--- config.mk ---
export PLATFORM = sky130hd
export DESIGN_NAME = qrsp_sram_port
export DESIGN_NICKNAME = d
export VERILOG_FILES = /design/src/verilog/qrsp_pkg.sv /design/src/verilog/qrsp_sram_port.sv
export VERILOG_INCLUDE_DIRS = /design/src /design/src/verilog
export SDC_FILE = /design/constraint.sdc
export NUM_CORES = 2
export LEC_CHECK = 0
export BUFFER_PORTS_ARGS = -buffer_cell sky130_fd_sc_hd__buf_2
export CAP_MARGIN = 10
export CELL_PAD_IN_SITES_DETAIL_PLACEMENT = 1
export CELL_PAD_IN_SITES_GLOBAL_PLACEMENT = 1
export CORE_UTILIZATION = 44
export CTS_CLUSTER_DIAMETER = 50
export DETAILED_ROUTE_END_ITERATION = 8
export MAX_ROUTING_LAYER = met4
export PLACE_DENSITY = 0.68
export SYNTH_ARGS = -nofsm -noshare
export SYNTH_HDL_FRONTEND = slang
export SYNTH_MEMORY_MAX_BITS = 65536
export SYNTH_SLANG_ARGS = --single-unit
export TNS_END_PERCENT = 5
--- constraint.sdc ---
create_clock -name core_clk -period 4 [get_ports core_clk]
set_clock_uncertainty 0.1 [all_clocks]
set_input_delay 0.8 -clock core_clk [delete_from_list [all_inputs] [get_ports core_clk]]
set_output_delay 0.8 -clock core_clk [all_outputs]
set_load 0.01 [all_outputs]
--- src/verilog/qrsp_regs.svh ---
`ifndef QRSP_REGS_SVH
`define QRSP_REGS_SVH
// data path width, lane layout, address widths and burst timing
`define QRSP_DW        18
`define QRSP_LANES     2
`define QRSP_LANE_W    9
`define QRSP_AW        19
`define QRSP_MEM_AW    8
`define QRSP_BEATS     4
`define QRSP_BEAT_W    2
`define QRSP_BEAT_LAST 2'h3
`define QRSP_READ_LAT  2'h1
`endif

--- src/verilog/qrsp_pkg.sv ---
package qrsp_pkg;
   `include "qrsp_regs.svh"
   typedef logic [`QRSP_DW-1:0]    qrsp_data_t;
   typedef logic [`QRSP_LANES-1:0] qrsp_mask_t;
   typedef logic [`QRSP_AW-1:0]    qrsp_addr_t;
   typedef enum logic {QRSP_RANGE_LOW, QRSP_RANGE_HIGH} qrsp_range_t;
endpackage

--- src/verilog/qrsp_sram_port.sv ---
`timescale 1ns/1ns
module qrsp_sram_port
(
   input  wire logic                 core_clk,
   input  wire logic                 rst_n,
   input  wire logic                 in_clk_p,
   input  wire logic                 in_clk_n,
   input  wire logic                 write_port_sel_n,
   input  wire logic                 read_port_sel_n,
   input  wire qrsp_pkg::qrsp_addr_t addr,
   input  wire qrsp_pkg::qrsp_data_t wr_data,
   input  wire qrsp_pkg::qrsp_mask_t byte_lane_mask_n,
   input  wire logic                 term_range_sel,
   output logic                      echo_strobe_p,
   output logic                      echo_strobe_n,
   output qrsp_pkg::qrsp_data_t      rd_data,
   output logic                      rd_data_oe,
   output logic                      read_valid_flag,
   output qrsp_pkg::qrsp_range_t     term_range
);
   import qrsp_pkg::*;

   localparam int DEPTH = 1 << `QRSP_MEM_AW;

   // storage kept small; upper address bits alias
   qrsp_data_t mem [0:DEPTH-1];

   logic [1:0]   kp_sync_q, kn_sync_q, wps_q, rps_q, rng_q;
   logic         kp_last_q, kn_last_q;
   qrsp_addr_t   a_s1_q, a_s2_q;
   qrsp_data_t   d_s1_q, d_s2_q;
   qrsp_mask_t   m_s1_q, m_s2_q;
   logic         kp_rise, kn_rise, beat_edge;

   always_ff @(posedge core_clk or negedge rst_n) begin
      if (!rst_n) begin
         kp_sync_q <= 2'h0;
         kn_sync_q <= 2'h0;
         wps_q     <= 2'h3;
         rps_q     <= 2'h3;
         rng_q     <= 2'h3;
         a_s1_q    <= '0;
         a_s2_q    <= '0;
         d_s1_q    <= '0;
         d_s2_q    <= '0;
         m_s1_q    <= '1;
         m_s2_q    <= '1;
      end else begin
         kp_sync_q <= {kp_sync_q[0], in_clk_p};
         kn_sync_q <= {kn_sync_q[0], in_clk_n};
         wps_q     <= {wps_q[0], write_port_sel_n};
         rps_q     <= {rps_q[0], read_port_sel_n};
         rng_q     <= {rng_q[0], term_range_sel};
         a_s1_q    <= addr;
         a_s2_q    <= a_s1_q;
         d_s1_q    <= wr_data;
         d_s2_q    <= d_s1_q;
         m_s1_q    <= byte_lane_mask_n;
         m_s2_q    <= m_s1_q;
      end
   end

   always_ff @(posedge core_clk or negedge rst_n) begin
      if (!rst_n) begin
         kp_last_q <= 1'b0;
         kn_last_q <= 1'b0;
      end else begin
         kp_last_q <= kp_sync_q[1];
         kn_last_q <= kn_sync_q[1];
      end
   end

   assign kp_rise   = kp_sync_q[1] & ~kp_last_q;
   assign kn_rise   = kn_sync_q[1] & ~kn_last_q;
   assign beat_edge = kp_rise | kn_rise;

   // strap caught once after reset release, held until next reset
   logic rng_done_q;
   always_ff @(posedge core_clk or negedge rst_n) begin
      if (!rst_n) begin
         rng_done_q <= 1'b0;
         term_range <= QRSP_RANGE_HIGH;
      end else if (!rng_done_q && kp_rise) begin
         rng_done_q <= 1'b1;
         // floating pin reads high, so high range is the default
         term_range <= rng_q[1] ? QRSP_RANGE_HIGH : QRSP_RANGE_LOW;
      end
   end

   // echo clock mirrors the sampled input clock, runs whenever it runs
   always_ff @(posedge core_clk or negedge rst_n) begin
      if (!rst_n) begin
         echo_strobe_p <= 1'b0;
         echo_strobe_n <= 1'b1;
      end else begin
         echo_strobe_p <= kp_sync_q[1];
         echo_strobe_n <= ~kp_sync_q[1];
      end
   end

   // write burst: four beats on alternating p/n edges
   logic                    wr_act_q;
   logic [`QRSP_BEAT_W-1:0] wr_beat_q;
   logic [`QRSP_MEM_AW-1:0] wr_base_q;
   logic [`QRSP_MEM_AW-1:0] wr_idx;
   logic                    wr_start;

   assign wr_start = kp_rise & ~wps_q[1] & (~wr_act_q | wr_beat_q ==
                     `QRSP_BEAT_LAST);

   always_ff @(posedge core_clk or negedge rst_n) begin
      if (!rst_n) begin
         wr_act_q  <= 1'b0;
         wr_beat_q <= '0;
         wr_base_q <= '0;
      end else if (beat_edge) begin
         if (wr_start) begin
            wr_act_q  <= 1'b1;
            wr_beat_q <= '0;
            // address kept only when the port is selected
            wr_base_q <= {a_s2_q[`QRSP_MEM_AW-`QRSP_BEAT_W-1:0],
                          {`QRSP_BEAT_W{1'b0}}};
         end else if (wr_act_q) begin
            wr_beat_q <= wr_beat_q + 1'b1;
            if (wr_beat_q == `QRSP_BEAT_LAST)
               wr_act_q <= 1'b0;
         end
      end
   end

   assign wr_idx = wr_start ? {a_s2_q[`QRSP_MEM_AW-`QRSP_BEAT_W-1:0],
                   {`QRSP_BEAT_W{1'b0}}}
                 : wr_base_q + {{(`QRSP_MEM_AW-`QRSP_BEAT_W){1'b0}},
                   wr_beat_q + 1'b1};

   // data only looked at while a write burst owns the edge
   always_ff @(posedge core_clk) begin
      if (beat_edge && (wr_start || (wr_act_q && wr_beat_q !=
          `QRSP_BEAT_LAST))) begin
         for (int l = 0; l < `QRSP_LANES; l++) begin
            if (!m_s2_q[l])
               mem[wr_idx][l*`QRSP_LANE_W +: `QRSP_LANE_W] <=
                  d_s2_q[l*`QRSP_LANE_W +: `QRSP_LANE_W];
         end
      end
   end

   // read burst: one cycle latency, then four beats
   logic                    rd_pend_q, rd_act_q;
   logic [`QRSP_BEAT_W-1:0] rd_beat_q;
   logic [`QRSP_MEM_AW-1:0] rd_base_q, rd_next_q;
   logic                    rd_start;

   assign rd_start = kp_rise & ~rps_q[1];

   always_ff @(posedge core_clk or negedge rst_n) begin
      if (!rst_n) begin
         rd_pend_q <= 1'b0;
         rd_act_q  <= 1'b0;
         rd_beat_q <= '0;
         rd_base_q <= '0;
         rd_next_q <= '0;
      end else if (beat_edge) begin
         if (rd_start && (!rd_act_q || rd_beat_q == `QRSP_BEAT_LAST ||
             rd_beat_q == `QRSP_READ_LAT)) begin
            rd_pend_q <= 1'b1;
            // kept apart so a running burst keeps its own base
            rd_next_q <= {a_s2_q[`QRSP_MEM_AW-`QRSP_BEAT_W-1:0],
                          {`QRSP_BEAT_W{1'b0}}};
         end
         if (rd_pend_q && kp_rise) begin
            rd_pend_q <= rd_start;
            rd_act_q  <= 1'b1;
            rd_base_q <= rd_next_q;
            rd_beat_q <= '0;
         end else if (rd_act_q) begin
            rd_beat_q <= rd_beat_q + 1'b1;
            // pending burst completes before the drivers float
            if (rd_beat_q == `QRSP_BEAT_LAST)
               rd_act_q <= 1'b0;
         end
      end
   end

   always_ff @(posedge core_clk or negedge rst_n) begin
      if (!rst_n) begin
         rd_data         <= '0;
         rd_data_oe      <= 1'b0;
         read_valid_flag <= 1'b0;
      end else if (beat_edge) begin
         if (rd_pend_q && kp_rise) begin
            rd_data         <= mem[rd_next_q];
            rd_data_oe      <= 1'b1;
            read_valid_flag <= 1'b1;
         end else if (rd_act_q && rd_beat_q != `QRSP_BEAT_LAST) begin
            rd_data <= mem[rd_base_q + {{(`QRSP_MEM_AW-`QRSP_BEAT_W){1'b0}},
                       rd_beat_q + 1'b1}];
         end else begin
            rd_data_oe      <= 1'b0;
            read_valid_flag <= 1'b0;
         end
      end
   end
endmodule

# Yosys cells after proc, flatten, opt, wreduce, memory -nomap -nowiden
# Memory sizes are Yosys's and may differ from the RTL's.
# Cells that the tools add are included.
# W data, S select, Z words.
[classes]
n_addsub = 4
n_eq_ne = 6
n_mux = 24
bitwise = 13
n_reduce_logical = 23
[ops]
columns = ["op", "count"]
rows = [
  ["$mux W18", 2],
  ["$mux W1", 17],
  ["$add A8 B2 Y8", 2],
  ["$reduce_and A2 Y1", 8],
  ["$mux W2", 4],
  ["$mux W8", 1],
  ["$reduce_bool A2 Y1", 4],
  ["$logic_and A1 B1 Y1", 6],
  ["$ne A2 B2 Y1 const B", 3],
  ["$not A1 Y1", 6],
  ["$and A1 B1 Y1", 5],
  ["$add A2 B1 Y2 const B", 2],
  ["$eq A2 B2 Y1 const B", 2],
  ["$logic_or A1 B1 Y1", 3],
  ["$eq A2 B1 Y1 const B", 1],
  ["$logic_not A1 Y1", 2],
  ["$or A1 B1 Y1", 2],
]
[word_totals]
reg_bits = 111
ram_bits = 4608
input_bits = 46
output_inout_bits = 23
word_cells = 97
memories = 1
[mem_list]
columns = ["memory", "words", "width", "rd", "rd_clocked_by_memory_dff", "write_ports", "line_no", "source"]
rows = [
  ["mem", 256, 18, 2, 0, 1, "qrsp_sram_port.sv:26", "qrsp_data_t mem [0:DEPTH-1];"],
]

# Longest topological paths before layout
[logic_depth]
ltp_word = 8
depth_mapped = 14
mapped_depth_nobuf = 9

# Worst setup path after synthesis
# OpenSTA, ideal clock, no wires.
[synth_timing]
kind = "reg-to-reg"
startpoint = "register d_s2_q[0]"
endpoint = "memory mem[0][0] in the netlist's numbering (data pin)"
setup_time_ns = 0.801
arrival_time_ns = 3.169
required_time_ns = 3.099
setup_slack_ns = -0.069
stages_incl_launch_ff = 1
n_path_buf = 0
synth_period_minus_slack_ns = 4.069
cell_sequence = "dfrtp_1"
[synth_rtl]
columns = ["element", "line_no", "source"]
rows = [
  ["start, declared", "qrsp_sram_port.sv:31", "qrsp_data_t d_s1_q, d_s2_q;"],
  ["start signal, assigned", "qrsp_sram_port.sv:57", "d_s2_q <= d_s1_q;"],
  ["end, declared", "qrsp_sram_port.sv:26", ""],
]
# No word-level cell before the write port.

# Worst setup path in the final report
[layout_timing]
startpoint = "register rd_beat_q[0]"
endpoint = "register rd_data[4]"
[layout_via]
elab_chain_len = 5
elab_cells_between_ends = 9
cone_classes = "add/sub: 2; eq/ne: 1; mux: 2; reduce/logical: 3; memory: 1"
[layout_rtl]
columns = ["element", "line_no", "source"]
rows = [
  ["start, declared", "qrsp_sram_port.sv:150", "logic [`QRSP_BEAT_W-1:0] rd_beat_q;"],
  ["start signal, assigned", "qrsp_sram_port.sv:177", "rd_beat_q <= rd_beat_q + 1'b1;"],
  ["$add A2 B1 Y2", "qrsp_sram_port.sv:197", "rd_beat_q + 1'b1}];"],
  ["$add A8 B2 Y8", "qrsp_sram_port.sv:196", "rd_data <= mem[rd_base_q + {{(`QRSP_MEM_AW-`QRSP_BEAT_W){1'b0}},"],
  ["$mem_v2 Z256 W18", "--", ""],
  ["$mux W18", "qrsp_sram_port.sv:195", "end else if (rd_act_q && rd_beat_q != `QRSP_BEAT_LAST) begin"],
  ["$mux W18", "qrsp_sram_port.sv:191", "if (rd_pend_q && kp_rise) begin"],
  ["end signal, assigned", "qrsp_sram_port.sv:192", "rd_data <= mem[rd_next_q];"],
  ["end signal, assigned", "qrsp_sram_port.sv:196", ""],
  ["end, declared", "qrsp_sram_port.sv:16", "output qrsp_pkg::qrsp_data_t rd_data,"],
]
# Parallel ways exist; a longest one is shown, timed or not. The select of a mux whose other input is x is not followed.
# A chain may end at the register's enable or synchronous reset.

==> results.md <==
* Outcome: finished with violations
* Violated checks: setup timing
* Setup Viol. Count Final at 2
* Via density at about 6.6
* Initial Utilization at between 40 and 50%
* Filler cells at around 38000
* Ys Warns at 0
* Synth Area in Compound Gates at 3.351%
* Clock sink count at ~4700
* Synth Flop Type: edfxtp_1
* Worst Setup End Kind: flip-flop
* GP Congestion at around 0.96
* Post-synthesis xor/xnor area fraction at less than 1%
* Pwr Density at between 700 and 800 nW/um^2
* Final cell count without fillers at between 15000 and 20000
* # placed instances at about 15000
* RSZ-0062 raised after global routing: yes
* Die H at between 600 and 700 um
* Final Worst Setup Slack at -18.37 ps
* Worst R2R End: rd_data[4]
* Crit path time final at between 4000 and 5000 ps
* PortBufs at 55
* Routed len/inst at between 40 and 50 um
* First-pass GRT wire length at around 900000 um
* Adder-cell share of the synthesized area at less than 1%
* I/O pin count at 69
* Asr flop ratio synth at under 10%
* Antenna Violating Nets Remaining at 0
* Sequential area share after synthesis at 74.13%
* Slowest CP cell: dfrtp_4
* Gr usage total at 30.77%
* HPWL after detailed placement at about 440000 um
* Largest net degree at the start of global routing at 162
* Drt pass-1 iters at 6
* Core area at approximately 430000 um^2
* CTS Buf Count at between 500 and 600
* Fin. Hold Viols at 0
* DIE AREA at 435400 um^2
* CTS max path bufs at 4
* Final max-slew violation count at 0
* FMAX at between 200 and 250 MHz
* Cell Area, Synth at 190400 um^2
* Drt total wl at 657700 um
* Grt ovf at 0
* DR vias at around 110k
* Clk root buf: clkbuf_16
* R2r setup slk at -20 ps
* H-Tree Depth at 6
* Critical Path RT at 4850 ps
* Arrival @ worst endpoint at 4870 ps
* Cells after Synth at 9035
* Min-delay worst type: in -> async
* Post-synth EDFFs at 4608
* Mux cell area share after synthesis at a little under a fifth
* Row count at roughly 240
* Leakage at 71.19 nW
* #FFs+latches synth at about 4700
* Residual DRC count at 0
* Worst-path fanout max at 11
* Worst-path cell chain: ha_4, buf_12, buf_4, nand2b_4, buf_12, buf_4, o221ai_1, a31oi_2, o2111ai_1, nor4_1, buf_4, a31oi_1
* Area occupied by multi-input gates at between 40000 and 50000 um^2
* Startpoint types: flip-flop
* Main combinational cell family by area after synthesis: multiplexers
* Worst path max stage delay at 510 ps
* R2R cell count at 12
* CTS clock-pin slew for the worst setup and hold paths at 50 ps
* Area grow syn2layout at 16.84%
* Max IR drop VDD at slightly below 0.6 mV
* Post-Syn Nets at about 9000
* Clk_lat worst skew at 1080 ps
* Max-cap violations at 0
* Slew headroom at a little under a tenth
* FF/Latch Area at 141300 um^2
* Tot Pwr at between 150 and 200 mW
* Crit Path Class: reg -> reg
* Die W at approximately 660 um
* CP dominant cell by count: buf_4
* Synthesized area per cell at between 20 and 25 um^2
* Simple-gate share of the synthesized area at just over 2%
* Ratio of cells with drive above 1 in the final layout at about a third
* R2R Path Start: rd_beat_q[0]
* Post-synth cell types at 68
* Initial antenna violation count at 44
* Vias in the first global route at around 110k
* Tcrit/Tclk final at 100.5%
* Nets at ~10000
* CTS tree: yes
* DRT iter0 DRCs at 17880
* Actual slew at the worst max-slew pin at 1362 ps
cells in the mapped netlist, types with 11 or more instances:
library cell	count	share of area, %
a22oi_1	231	0.91
mux2i_1	388	2.0
mux4_2	1383	16
and2_1	11	0.036
mux2_2	49	0.29
dfstp_2	12	0.17
nor2b_1	21	0.069
a21oi_1	192	0.50
nand2b_1	16	0.053
o21ai_0	103	0.27
o211ai_1	11	0.043
buf_4	71	0.28
a221oi_1	53	0.24
buf_1	62	0.12
nand4_1	18	0.059
dfrtp_1	99	1.3
clkbuf_1	279	0.55
inv_1	18	0.035
nor3_1	42	0.11
edfxtp_1	4608	73
buf_2	132	0.35
a211oi_1	11	0.043
o22ai_1	72	0.24
nor2_1	580	1.1
a22o_1	40	0.18
nand3_1	50	0.13
o31ai_1	13	0.051
o221ai_1	83	0.38
a31oi_1	46	0.15
nand2_1	150	0.30
and3_1	12	0.039
buf_6	66	0.39
where the power goes:
part           total [mW]  switching (mW)  internal, mW
Clock                47.6            20.3          27.2
Combinational        60.7            37.0          23.7
Sequential           55.9            1.19          54.8
cell type report:
| type | instances | area share, % |
|---|---|---|
| antenna | 39 | 0.04386 |
| multi-input combinational | 3686 | 20.84 |
| tap | 5710 | 3.211 |
| clock buffer | 643 | 6.250 |
| inverter | 19 | 0.03768 |
| clock inverter | 289 | 1.247 |
| timing repair buffer | 1211 | 4.880 |
| sequential | 4719 | 63.49 |
metal layers:
metal | routed length, um | vias up | track usage [%]
li1 | - | 40690 | -
met5 | 0 | - | -
met4 | 36240 | 0 | 14.49
met1 | 237600 | 57740 | 39.80
met2 | 309700 | 7681 | 46.98
met3 | 74180 | 1423 | 6.431
worst max-delay path: cells and delay by family (launching register included):
| kind | cells | cell delay [ps] |
|---|---|---|
| AOI/OAI and AO/OA | 4 | 1150 |
| adders and majority gates | 1 | 400 |
| buffers and inverters | 5 | 940 |
| DFF | 1 | 510 |
| and+or+nand+nor | 2 | 750 |
cell usage in the layout (no fill, tap or decap), drive strengths merged, types with 39 or more instances in the layout:
cell type,n
o21ai,104
edfxtp,4608
a31oi,46
diode,39
o22ai,72
inv,63
a21oi,192
nand3,50
nor3,42
a22oi,231
dfrtp,99
buf,1178
clkinv,185
nor2,580
a221oi,53
a22o,40
mux2,49
mux4,1383
nand2,150
o221ai,83
mux2i,388
clkbuf,644
metrics by stage:
step	setup TNS [ps]	hold slack, ps	setup slack [ps]	cell area [um^2]	utilization (%)
final	-27.11	244.5	-18.37	222500	51.64
after global routing	-3.136	250.9	-1.055	222500	51.63
after CTS	-4.907	227.3	-4.907	222200	51.58
after detailed placement	-515.1	235.6	-162.9	205200	47.62
after global placement	-473.6	233.0	-174.0	205200	47.62
after floorplan	0	231.1	795.4	190500	-
registers in the layout, summed over array words and instances (netlist names), 2 cells and up:
register / count
a_s1_q: 6
a_s2_q: 6
d_s1_q: 18
d_s2_q: 18
kn_sync_q: 2
kp_sync_q: 2
m_s1_q: 2
m_s2_q: 2
mem: 4608
rd_base_q: 6
rd_beat_q: 2
rd_data: 18
rd_next_q: 6
rng_q: 2
rps_q: 2
wps_q: 2
wr_base_q: 6
wr_beat_q: 2
worst max-delay path by stage:
| stage | startpoint | to |
|---|---|---|
| floorplan | wr_beat_q[0] | mem[183][0] |
| global placement | rd_beat_q[0] | rd_data[17] |
| detailed placement | rd_beat_q[0] | rd_data[17] |
| CTS | rd_beat_q[0] | rd_data[4] |
| global route | echo_strobe_p | mem[210][6] |
| finish | rd_beat_q[0] | rd_data[4] |
cells by family after synthesis:
group,Yosys count
xor gates and xnor gates,1
and+or+nand+nor,935
adders and majority gates,3
AOI/OAI and AO/OA,927
muxes,1820
DFF,4719
buffers and inverters,630
repair_timing:
action	CTS	global route
hold buffers	32	0
pin swaps	0	2
setup endpoints to repair	8	853
buffers inserted	0	5
resized for setup	10	16
endpoints found under the hold margin	130	0
cloned	0	1
Note: power is estimated with default switching activity, not from simulation.
